### src/rtl/ccdlc_map.vh
`ifndef CCDLC_MAP_VH
`define CCDLC_MAP_VH

// ****************************************
// Clock and unit bases
// ****************************************
`define CCDLC_CLK_PS 32'h0000_1388
`define CCDLC_CLK_NS 32'h0000_0005
`define CCDLC_NS_PER_S 32'h3B9A_CA00
`define CCDLC_PS_PER_MS 32'h3B9A_CA00

// ****************************************
// Sensor timing figures
// ****************************************
// Transfer gate width, typical 1000 ns (least 800 ns)
`define CCDLC_TG_WIDTH_PS 32'h000F_4240
// Transfer gate to first shift phase overlap, typical 200 ns (least 100 ns)
`define CCDLC_OVR_PS 32'h0003_0D40
// Reset gate width, typical 6 ns (least 5 ns)
`define CCDLC_RG_WIDTH_PS 32'h0000_1770
// Per-port pixel rate, 20 MHz typical, given in kHz
`define CCDLC_PIX_RATE_KHZ 32'h0000_4E20
// Line repeat rate, 36 kHz typical, given in Hz
`define CCDLC_LINE_RATE_HZ 32'h0000_8CA0
`define CCDLC_TOTAL_PIX 32'h0000_0838
`define CCDLC_PORTS 32'h0000_0004

// ****************************************
// Derived cycle counts
// ****************************************
`define CCDLC_CEIL_CYC(t) (((t) + `CCDLC_CLK_PS - 32'h0000_0001) / `CCDLC_CLK_PS)
`define CCDLC_TG_CYC `CCDLC_CEIL_CYC(`CCDLC_TG_WIDTH_PS)
`define CCDLC_OVR_CYC `CCDLC_CEIL_CYC(`CCDLC_OVR_PS)
`define CCDLC_RG_CYC `CCDLC_CEIL_CYC(`CCDLC_RG_WIDTH_PS)
`define CCDLC_PIX_CYC ((`CCDLC_PS_PER_MS / `CCDLC_PIX_RATE_KHZ) / `CCDLC_CLK_PS)
`define CCDLC_LINE_CYC ((`CCDLC_NS_PER_S / `CCDLC_LINE_RATE_HZ) / `CCDLC_CLK_NS)
`define CCDLC_SHIFTS (`CCDLC_TOTAL_PIX / `CCDLC_PORTS)

`endif

### src/rtl/ccdlc_sequencer.v
`timescale 1ns/100ps
`include "ccdlc_map.vh"

module ccdlc_sequencer #(
  parameter TG_CYC = `CCDLC_TG_CYC,
  parameter OVR_CYC = `CCDLC_OVR_CYC,
  parameter RG_CYC = `CCDLC_RG_CYC,
  parameter PIX_CYC = `CCDLC_PIX_CYC,
  parameter LINE_CYC = `CCDLC_LINE_CYC,
  parameter SHIFTS = `CCDLC_SHIFTS,
  parameter CW = 16,
  parameter DW = 12
) (
  input wire ref_clk,
  input wire rst_n,
  input wire clk_en,
  output reg transfer_gate_pulse,
  output reg horiz_shift_clock_one,
  output reg horiz_shift_clock_two,
  output reg reset_gate_pulse,
  output reg line_start,
  output wire pix_valid,
  input wire pix_ready,
  output wire [DW-1:0] pix_index
);

  // ****************************************
  // States
  // ****************************************
  localparam [4:0] S_LEAD = 5'h01;
  localparam [4:0] S_TGHI = 5'h02;
  localparam [4:0] S_TRAIL = 5'h04;
  localparam [4:0] S_READ = 5'h08;
  localparam [4:0] S_DUMMY = 5'h10;

  // Full-width copies first; each is cut to its counter width on purpose below
  localparam [31:0] W_TG = TG_CYC;
  localparam [31:0] W_OVR = OVR_CYC;
  localparam [31:0] W_RG = RG_CYC;
  localparam [31:0] W_PIX = PIX_CYC;
  localparam [31:0] W_HALF = PIX_CYC / 2;
  localparam [31:0] W_LINE = LINE_CYC;
  localparam [31:0] W_LAST = LINE_CYC - PIX_CYC;
  localparam [31:0] W_SHIFTS = SHIFTS;

  localparam [CW-1:0] C_TG = W_TG[CW-1:0];
  localparam [CW-1:0] C_OVR = W_OVR[CW-1:0];
  localparam [CW-1:0] C_RG = W_RG[CW-1:0];
  localparam [CW-1:0] C_PIX = W_PIX[CW-1:0];
  localparam [CW-1:0] C_HALF = W_HALF[CW-1:0];
  localparam [CW-1:0] C_LINE = W_LINE[CW-1:0];
  localparam [CW-1:0] C_LAST_START = W_LAST[CW-1:0];
  localparam [DW-1:0] C_SHIFTS = W_SHIFTS[DW-1:0];
  localparam [CW-1:0] C_ONE = {{(CW-1){1'b0}}, 1'b1};
  localparam [DW-1:0] C_ONE_D = {{(DW-1){1'b0}}, 1'b1};

  reg [4:0] state_r;
  reg [4:0] state_nxt;
  reg [CW-1:0] cnt_r;
  reg [CW-1:0] cnt_nxt;
  reg [CW-1:0] ph_r;
  reg [CW-1:0] ph_nxt;
  reg [CW-1:0] line_r;
  reg [DW-1:0] shift_r;
  reg [DW-1:0] shift_nxt;

  // ****************************************
  // Two-entry output buffer
  // ****************************************
  reg [DW-1:0] buf_mem [0:1];
  reg wp_r;
  reg rp_r;
  reg [1:0] fill_r;
  wire buf_full = fill_r[1];
  wire buf_empty = (fill_r == 2'h0);
  wire pop = pix_valid & pix_ready;
  reg push;

  assign pix_valid = ~buf_empty;
  assign pix_index = buf_mem[rp_r];

  function is_last_phase;
    input [CW-1:0] ph;
    begin
      is_last_phase = (ph == C_PIX - C_ONE);
    end
  endfunction

  // ****************************************
  // Sequence control
  // ****************************************
  always @* begin
    state_nxt = state_r;
    cnt_nxt = cnt_r + C_ONE;
    ph_nxt = ph_r;
    shift_nxt = shift_r;
    push = 1'b0;
    case (state_r)
      S_LEAD: begin
        if (cnt_r == C_OVR - C_ONE) begin
          state_nxt = S_TGHI;
          cnt_nxt = {CW{1'b0}};
        end
      end
      S_TGHI: begin
        if (cnt_r == C_TG - C_ONE) begin
          state_nxt = S_TRAIL;
          cnt_nxt = {CW{1'b0}};
        end
      end
      S_TRAIL: begin
        if (cnt_r == C_OVR - C_ONE) begin
          state_nxt = S_READ;
          ph_nxt = {CW{1'b0}};
          shift_nxt = {DW{1'b0}};
        end
      end
      S_READ: begin
        if (is_last_phase(ph_r)) begin
          // A full buffer holds phase two high; the line stretches instead of dropping a word
          if (!buf_full) begin
            push = 1'b1;
            ph_nxt = {CW{1'b0}};
            shift_nxt = shift_r + C_ONE_D;
            if (shift_r == C_SHIFTS - C_ONE_D) begin
              if (line_r >= C_LAST_START) begin
                state_nxt = S_LEAD;
              end else begin
                state_nxt = S_DUMMY;
              end
            end
          end
        end else begin
          ph_nxt = ph_r + C_ONE;
        end
      end
      S_DUMMY: begin
        if (is_last_phase(ph_r)) begin
          ph_nxt = {CW{1'b0}};
          if (line_r >= C_LAST_START) begin
            state_nxt = S_LEAD;
          end
        end else begin
          ph_nxt = ph_r + C_ONE;
        end
      end
      default: begin
        state_nxt = S_LEAD;
      end
    endcase
    if (state_nxt == S_LEAD && state_r != S_LEAD) begin
      cnt_nxt = {CW{1'b0}};
    end
  end

  always @(posedge ref_clk) begin
    if (!rst_n) begin
      state_r <= S_LEAD;
      cnt_r <= {CW{1'b0}};
      ph_r <= {CW{1'b0}};
      line_r <= {CW{1'b0}};
      shift_r <= {DW{1'b0}};
    end else if (clk_en) begin
      state_r <= state_nxt;
      cnt_r <= cnt_nxt;
      ph_r <= ph_nxt;
      shift_r <= shift_nxt;
      if (state_nxt == S_LEAD && state_r != S_LEAD) begin
        line_r <= {CW{1'b0}};
      end else if (line_r != C_LINE) begin
        line_r <= line_r + C_ONE;
      end
    end
  end

  // ****************************************
  // Buffer pointers
  // ****************************************
  always @(posedge ref_clk) begin
    if (!rst_n) begin
      wp_r <= 1'b0;
      rp_r <= 1'b0;
      fill_r <= 2'h0;
    end else if (clk_en) begin
      if (push) begin
        buf_mem[wp_r] <= shift_r;
        wp_r <= ~wp_r;
      end
      if (pop) begin
        rp_r <= ~rp_r;
      end
      fill_r <= fill_r + {1'b0, push} - {1'b0, pop};
    end
  end

  // ****************************************
  // Pin drive
  // ****************************************
  // Pins lag the state by one cycle so every gate leaves a flop, not a decoder
  wire phase_one = (state_r == S_LEAD) | (state_r == S_TGHI) | (state_r == S_TRAIL) |
                   (ph_r < C_HALF);

  always @(posedge ref_clk) begin
    if (!rst_n) begin
      transfer_gate_pulse <= 1'b0;
      horiz_shift_clock_one <= 1'b0;
      horiz_shift_clock_two <= 1'b1;
      reset_gate_pulse <= 1'b0;
      line_start <= 1'b0;
    end else if (clk_en) begin
      transfer_gate_pulse <= (state_r == S_TGHI);
      horiz_shift_clock_one <= phase_one;
      horiz_shift_clock_two <= ~phase_one;
      reset_gate_pulse <= ((state_r == S_READ) | (state_r == S_DUMMY)) & (ph_r < C_RG);
      line_start <= (state_r == S_TGHI) & (cnt_r == {CW{1'b0}});
    end
  end

endmodule // ccdlc_sequencer

### config.mk
export PLATFORM = sky130hd
export DESIGN_NAME = ccdlc_sequencer
export DESIGN_NICKNAME = d
export VERILOG_FILES = /design/src/rtl/ccdlc_sequencer.v
export VERILOG_INCLUDE_DIRS = /design/src /design/src/rtl
export SDC_FILE = /design/constraint.sdc
export NUM_CORES = 1
export LEC_CHECK = 0
export BUFFER_PORTS_ARGS = -buffer_cell sky130_fd_sc_hd__buf_2
export CORE_MARGIN = 3
export CORE_UTILIZATION = 60
export CTS_CLUSTER_DIAMETER = 40
export DETAILED_ROUTE_END_ITERATION = 16
export PLACE_DENSITY = 0.78
export SYNTH_ARGS = -nofsm -noshare
export SYNTH_HDL_FRONTEND = slang
export SYNTH_SLANG_ARGS = --single-unit
### constraint.sdc
create_clock -name ref_clk -period 3.8 [get_ports ref_clk]
set_input_delay 0.95 -clock ref_clk [delete_from_list [all_inputs] [get_ports ref_clk]]
set_output_delay 0.95 -clock ref_clk [all_outputs]
set_load 0.02 [all_outputs]
# Word-level counts from Yosys, hierarchy flattened
# Memory sizes are Yosys's and may differ from the RTL's. A register that Yosys moved wholly into a read port is not among the register bits.
# Index checks and enable logic that the tools add are counted.
dict set report op_classes {
  n_eq_ne 16
  add_sub_neg 6
  n_bitwise 11
  magnitude_cmp 3
  muxes 34
  n_reduce_logical 11
}
# op count
set op_table {}
lappend op_table {{16-bit 2-to-1 mux} 9}
lappend op_table {{16-bit by 1-bit adder with 16-bit output, second input constant} 3}
lappend op_table {{16-bit case mux with 3 select lines} 1}
lappend op_table {{5-bit 2-to-1 mux} 9}
lappend op_table {{12-bit 2-to-1 mux} 3}
lappend op_table {{16-bit case mux with 2 select lines} 1}
lappend op_table {{5-bit case mux with 5 select lines} 1}
lappend op_table {{12-bit case mux with 2 select lines} 1}
lappend op_table {{16-bit by 4-bit == test with 1-bit output, second input constant} 1}
lappend op_table {{16-bit by 6-bit == test with 1-bit output, second input constant} 1}
lappend op_table {{16-bit by 8-bit == test with 1-bit output, second input constant} 1}
lappend op_table {{16-bit by 13-bit >= comparator with 1-bit output, second input constant} 1}
lappend op_table {{16-bit zero test} 1}
lappend op_table {{16-bit by 2-bit less-than comparator with 1-bit output, second input constant} 1}
lappend op_table {{16-bit by 3-bit less-than comparator with 1-bit output, second input constant} 1}
lappend op_table {{16-bit by 13-bit inequality test with 1-bit output, second input constant} 1}
lappend op_table {{12-bit by 1-bit adder with 12-bit output, second input constant} 1}
lappend op_table {{12-bit by 10-bit == test with 1-bit output, second input constant} 1}
lappend op_table {{5-bit by 1-bit == test with 1-bit output, second input constant} 2}
lappend op_table {{1-bit 2-to-1 mux} 9}
lappend op_table {{2-bit inequality test, second input constant} 3}
lappend op_table {{2-bit AND reduction} 3}
lappend op_table {{5-bit by 2-bit == test with 1-bit output, second input constant} 1}
lappend op_table {{5-bit by 3-bit == test with 1-bit output, second input constant} 1}
lappend op_table {{15 further kinds} 24}
dict set report word_totals {
  memories 1
  output_inout_bits 18
  regBits 74
  ram_bits 24
  input_bits 4
}
# name words width rd rd_clocked_by_memory_dff write_ports line
set memory_table {}
lappend memory_table {buf_mem 2 12 1 1 1 ccdlc_sequencer.v:70} ;# reg [DW-1:0] buf_mem [0:1];

# Longest topological paths before layout
dict set report depth {
  word_depth 10
  depth_mapped 13
  mapped_depth_nobuf 13
}

# Least setup slack after synthesis
# No wires, ideal clock.
dict set report synth_timing {
  path_type {input port to flip-flop}
  startpoint {in clk_en}
  endpoint {mem buf_mem[0][0], enable pin}
  required_time_ns 3.420
  arrival_ns 2.177
  n_path_buf 2
  stages 4
  setup_time_ns 0.380
  setup_slack_ns 1.243
  cell_sequence {clkbuf_1 > clkbuf_1 > nand3_1 > nor2_1}
}
dict set report synth_between {
  elab_chain_len 3
}
# element line
set synth_rtl {}
lappend synth_rtl {{from (decl)} ccdlc_sequencer.v:16} ;# input wire clk_en,
lappend synth_rtl {{1-bit 2-to-1 mux} ccdlc_sequencer.v:184} ;# end else if (clk_en) begin
lappend synth_rtl {{1-bit 2-to-1 mux} ccdlc_sequencer.v:180} ;# if (!rst_n) begin
lappend synth_rtl {{1-bit 2-to-1 mux (not written as such)} ccdlc_sequencer.v:186} ;# buf_mem[wp_r] <= shift_r;
lappend synth_rtl {{to (decl)} ccdlc_sequencer.v:70}
# Every way passes these cells.

# Worst setup path after layout
dict set report layout_timing {
  startpoint {reg line_r[1]}
  endpoint {reg cnt_r[2]}
}
dict set report layout_between {
  elab_chain_len 9
  word_cells_on_any_way 11
}
# element line
set layout_rtl {}
lappend layout_rtl {{from (decl)} ccdlc_sequencer.v:63} ;# reg [CW-1:0] line_r;
lappend layout_rtl {{from (signal assigned)} ccdlc_sequencer.v:161} ;# line_r <= {CW{1'b0}};
lappend layout_rtl {{from (signal assigned)} ccdlc_sequencer.v:169} ;# line_r <= {CW{1'b0}};
lappend layout_rtl {{from (signal assigned)} ccdlc_sequencer.v:171} ;# line_r <= line_r + C_ONE;
lappend layout_rtl {{16-bit by 13-bit >= comparator with 1-bit output (*)} {ccdlc_sequencer.v:126, ccdlc_sequencer.v:140}}
lappend layout_rtl {{5-bit 2-to-1 mux} ccdlc_sequencer.v:126} ;# if (line_r >= C_LAST_START) begin
lappend layout_rtl {{5-bit 2-to-1 mux} ccdlc_sequencer.v:125} ;# if (shift_r == C_SHIFTS - C_ONE_D) begin
lappend layout_rtl {{5-bit 2-to-1 mux} ccdlc_sequencer.v:121} ;# if (!buf_full) begin
lappend layout_rtl {{5-bit 2-to-1 mux} ccdlc_sequencer.v:119} ;# if (is_last_phase(ph_r)) begin
lappend layout_rtl {{5-bit case mux with 5 select lines (*)} ccdlc_sequencer.v:98} ;# case (state_r)
lappend layout_rtl {{5-bit by 1-bit == test with 1-bit output (*)} ccdlc_sequencer.v:151} ;# if (state_nxt == S_LEAD && state_r != S_LEAD) begin
lappend layout_rtl {{1-bit logical AND (*)} ccdlc_sequencer.v:151}
lappend layout_rtl {{16-bit 2-to-1 mux (*)} ccdlc_sequencer.v:151}
lappend layout_rtl {{to (signal assigned)} ccdlc_sequencer.v:159} ;# cnt_r <= {CW{1'b0}};
lappend layout_rtl {{to (signal assigned)} ccdlc_sequencer.v:165} ;# cnt_r <= cnt_nxt;
lappend layout_rtl {{to (decl)} ccdlc_sequencer.v:59} ;# reg [CW-1:0] cnt_r;
# Every way passes the cells marked *; elsewhere a longest branch is shown, timed or not.
# A chain may end at the register's enable or synchronous reset.

==> impl_metrics.ini <==
[cts]
hold_buffers = 0
insertion_delay_ns = 0.37
worst_setup_hold_path_clk_slew_ns = 0.10
ctsRootBufferMaster = sky130_fd_sc_hd__clkbuf_8
total_cts_buffers = 9
post-cts-setup-buffer-count = 0
clock_tree.htree_level_count = 3
clock_tree.buffer_depth = 2
clock_sink_count = 99
post_cts_resized = 0
cts_tree = built

[detailed_routing]
final_antenna_net_count = 0
wl_per_cell_um = 14.4
routed-via-count = 4036
detail_route.vias_per_cell = 5.99
drt-initial-drc-count = 205
drt_drc_violations_left = 0
detailedRoute.firstPassIterationCount = 4
route.final.wire_length_um = 9670

[synth]
syn-num-nets = 565
synth_seq_area_share_pct = 44.5
syn_avg_cell_area_um2 = 9.09
synth_top_area_share_pct = 30.1
ys_top_cells_by_count = sky130_fd_sc_hd__dfxtp_1, sky130_fd_sc_hd__nor2_1, sky130_fd_sc_hd__nand2_1, sky130_fd_sc_hd__inv_1
mappedNetlistArea_um2 = 4990
async_flop_share_pct = 0
yosysMostFrequentCell = sky130_fd_sc_hd__dfxtp_1
synth-seq-cells = 99
synth_warnings = 0
synth_cell_types = 67
synthesis.instances = 549
synth_area_leaders = sky130_fd_sc_hd__dfxtp_1, sky130_fd_sc_hd__edfxtp_1, sky130_fd_sc_hd__nor2_1, sky130_fd_sc_hd__nand2_1, sky130_fd_sc_hd__xnor2_1
ys.flop_type = sky130_fd_sc_hd__dfxtp_1
synth_enable_flop_cells = 24
post-synth-top-area-cell = sky130_fd_sc_hd__dfxtp_1

[final_layout]
share_of_final_layout_standard_cells_stronger_than_drive_strength_1_pct = 12.2
area.growth.synth_to_final_pct = 7.75
final_nets = 583
seqCellArea_um2 = 2220
layoutNonFillerInstCount = 674
footprint_of_the_multi_input_gates_um2 = 2580
antenna-diode-count = 0
fill_cells = 622
stdcell_area_um2 = 5380

[critical_path]
startpoint_type = register
path_buf_inv = 1
worst_path_dominant_cell_family = simple AND/OR/NAND/NOR gates
crit_chain = inv_1 -> ha_1 -> or3b_1 -> a221oi_1 -> o311a_1 -> o31a_1 -> nand2_1 -> or2_2 -> a31oi_1
criticalPathCategory = reg2reg
worst_path_max_delay_cell = sky130_fd_sc_hd__nand2_1
required_ns = 4.10
end_kind = register
rrSetupSlack_ns = 0.77
path_max_fanout = 22
critPathMaxStageDelay_ns = 0.43
cp_data_arrival_time_ns = 3.33

[placed_design]
io_buffers = 21
estimated_wirelength_of_the_detail_placed_design_um = 6810
placed_cell_area_um2 = 5180
finalWeightedCongestion = 0.844
dp_cells = 658

[sta]
slew_headroom_pct = 29.9
maxClockFrequency_mhz = 330
clock-skew-final_ns = 0.0114
final-setup-viol-count = 0
final_number_of_max_transition_violations = 0
min_period_ns = 3.03
rsz0062_at_grt = false
hold_viol = 0
period_share_pct = 79.8
final.setup.tns_ns = 0
worst_slew_pin_tran_ns = 1.05

[die]
die_h_um = 97.2
die_area_um2 = 9450
ioPinCount = 22
core_area_um2 = 7890
starting_utilization_of_the_core_area_pct = 63.3
width_of_the_chip_um = 97.2
placementRows = 32

[grt]
antenna_violations_before_repair = 0
grt_max_degree = 30
grt_first_pass_wirelength_um = 17100
grt_pass1_vias = 3834
global_route.overflow_total = 0
gr_util_all_layers_pct = 21.4

[min_path]
hold_path.class = reg2reg

[run]
drv.max_cap_violation_count = 0

[pwr]
ir_drop_mv = 0.176
power.share.switching_pct = 25.8
power.density_nw_per_um2 = 343
p_clk_share_pct = 35.4
combPwrFrac_pct = 5.5
share_seq_of_total_power_pct = 59.1
switchingPower_uw = 476
cellInternalPower_uw = 1370
static-leakage-power_uw = 0.00199

[run_status]
run_status = finished clean
## final cells by class
cell class	instances	share of cell area, %
Sequential cell	99	41.3
Multi-Input combinational cell	404	48.0
Tap cell	102	2.37
Timing Repair Buffer	28	2.93
Inverter	25	1.74
Clock buffer	9	2.30
Clock inverter	7	1.28
## state kept, by name (all words and copies together), names as in the netlist, named ones only
signal                 flops
reset_gate_pulse           1
horiz_shift_clock_one      1
state_r                    5
transfer_gate_pulse        1
fill_r                     2
horiz_shift_clock_two      1
rp_r                       1
line_r                    16
cnt_r                     16
shift_r                   12
line_start                 1
ph_r                      16
wp_r                       1
buf_mem                   24
## path summary, 6_finish.rpt
path	startpoint	endpoint	cells past startpoint
hold reg to reg	horiz_shift_clock_two	horiz_shift_clock_two	2
setup / recovery	line_r[1]	cnt_r[2]	9
setup reg to reg	line_r[1]	cnt_r[2]	9
hold / removal	horiz_shift_clock_two	horiz_shift_clock_two	2
## cells by family after synthesis
kind of cell             count (synthesis)  synth area share (%)
AO/OA/AOI/OAI                           91                  12.3
multiplexers                            15                  3.31
XOR/XNOR                                32                  5.62
adder cells (fa/ha/maj)                 12                  3.01
AND/OR/NAND/NOR                        254                  27.6
flip-flops                              99                  44.5
buffers and inverters                   46                  3.71
## power by group through the flow
stage	registers (uW)	logic, uW	clock network (uW)
2_1_floorplan	1110	81.0	0
3_3_place_gp	1110	97.6	0
6_report	1090	101	654
5_1_grt	1090	113	706
4_1_cts	1090	101	668
3_5_place_dp	1110	101	0
## cell usage in the layout (no fill, tap or decap), drive strengths merged, types with 8 or more instances in the layout
cell type	instances
dfxtp	75
a21o	8
xor2	11
nor4	12
inv	29
mux2	12
a21oi	22
nor2	61
nor3	21
or3	9
buf	28
nand2	53
and3	12
o21ai	21
nor3b	8
nand3	24
ha	12
xnor2	21
edfxtp	24
clkbuf	9
nand4	16
## per-stage QoR
stage               power, uW  util [%]  hold WS, ns  worst slack, ns
floorplan                1190         -        0.445             1.24
global placement         1210      65.7        0.444            0.729
detailed placement       1210      65.7        0.442            0.604
CTS                      1860      68.2        0.460            0.751
global route             1910      68.2        0.490            0.441
finish                   1840      68.2        0.457            0.767
## worst register-to-register path: cells and delay by family (launching register included)
kind            cells  cell delay (ns)
buf+inv             1             0.09
flops               1             0.42
simple gates        3             1.20
compound gates      4             1.07
fa+ha+maj           1             0.18
## metal layers
metal / GRT usage, % / routed length, um / share of wire, % / vias up
met5: 0 / 0 / 0 / -
met4: 8.21 / 202 / 2.1 / 0
met3: 3.37 / 303 / 3.1 / 19
met2: 35.6 / 4630 / 48 / 68
met1: 27.9 / 4530 / 47 / 1927
li1: - / - / - / 2022
Note: power is estimated with default switching activity, not from simulation.
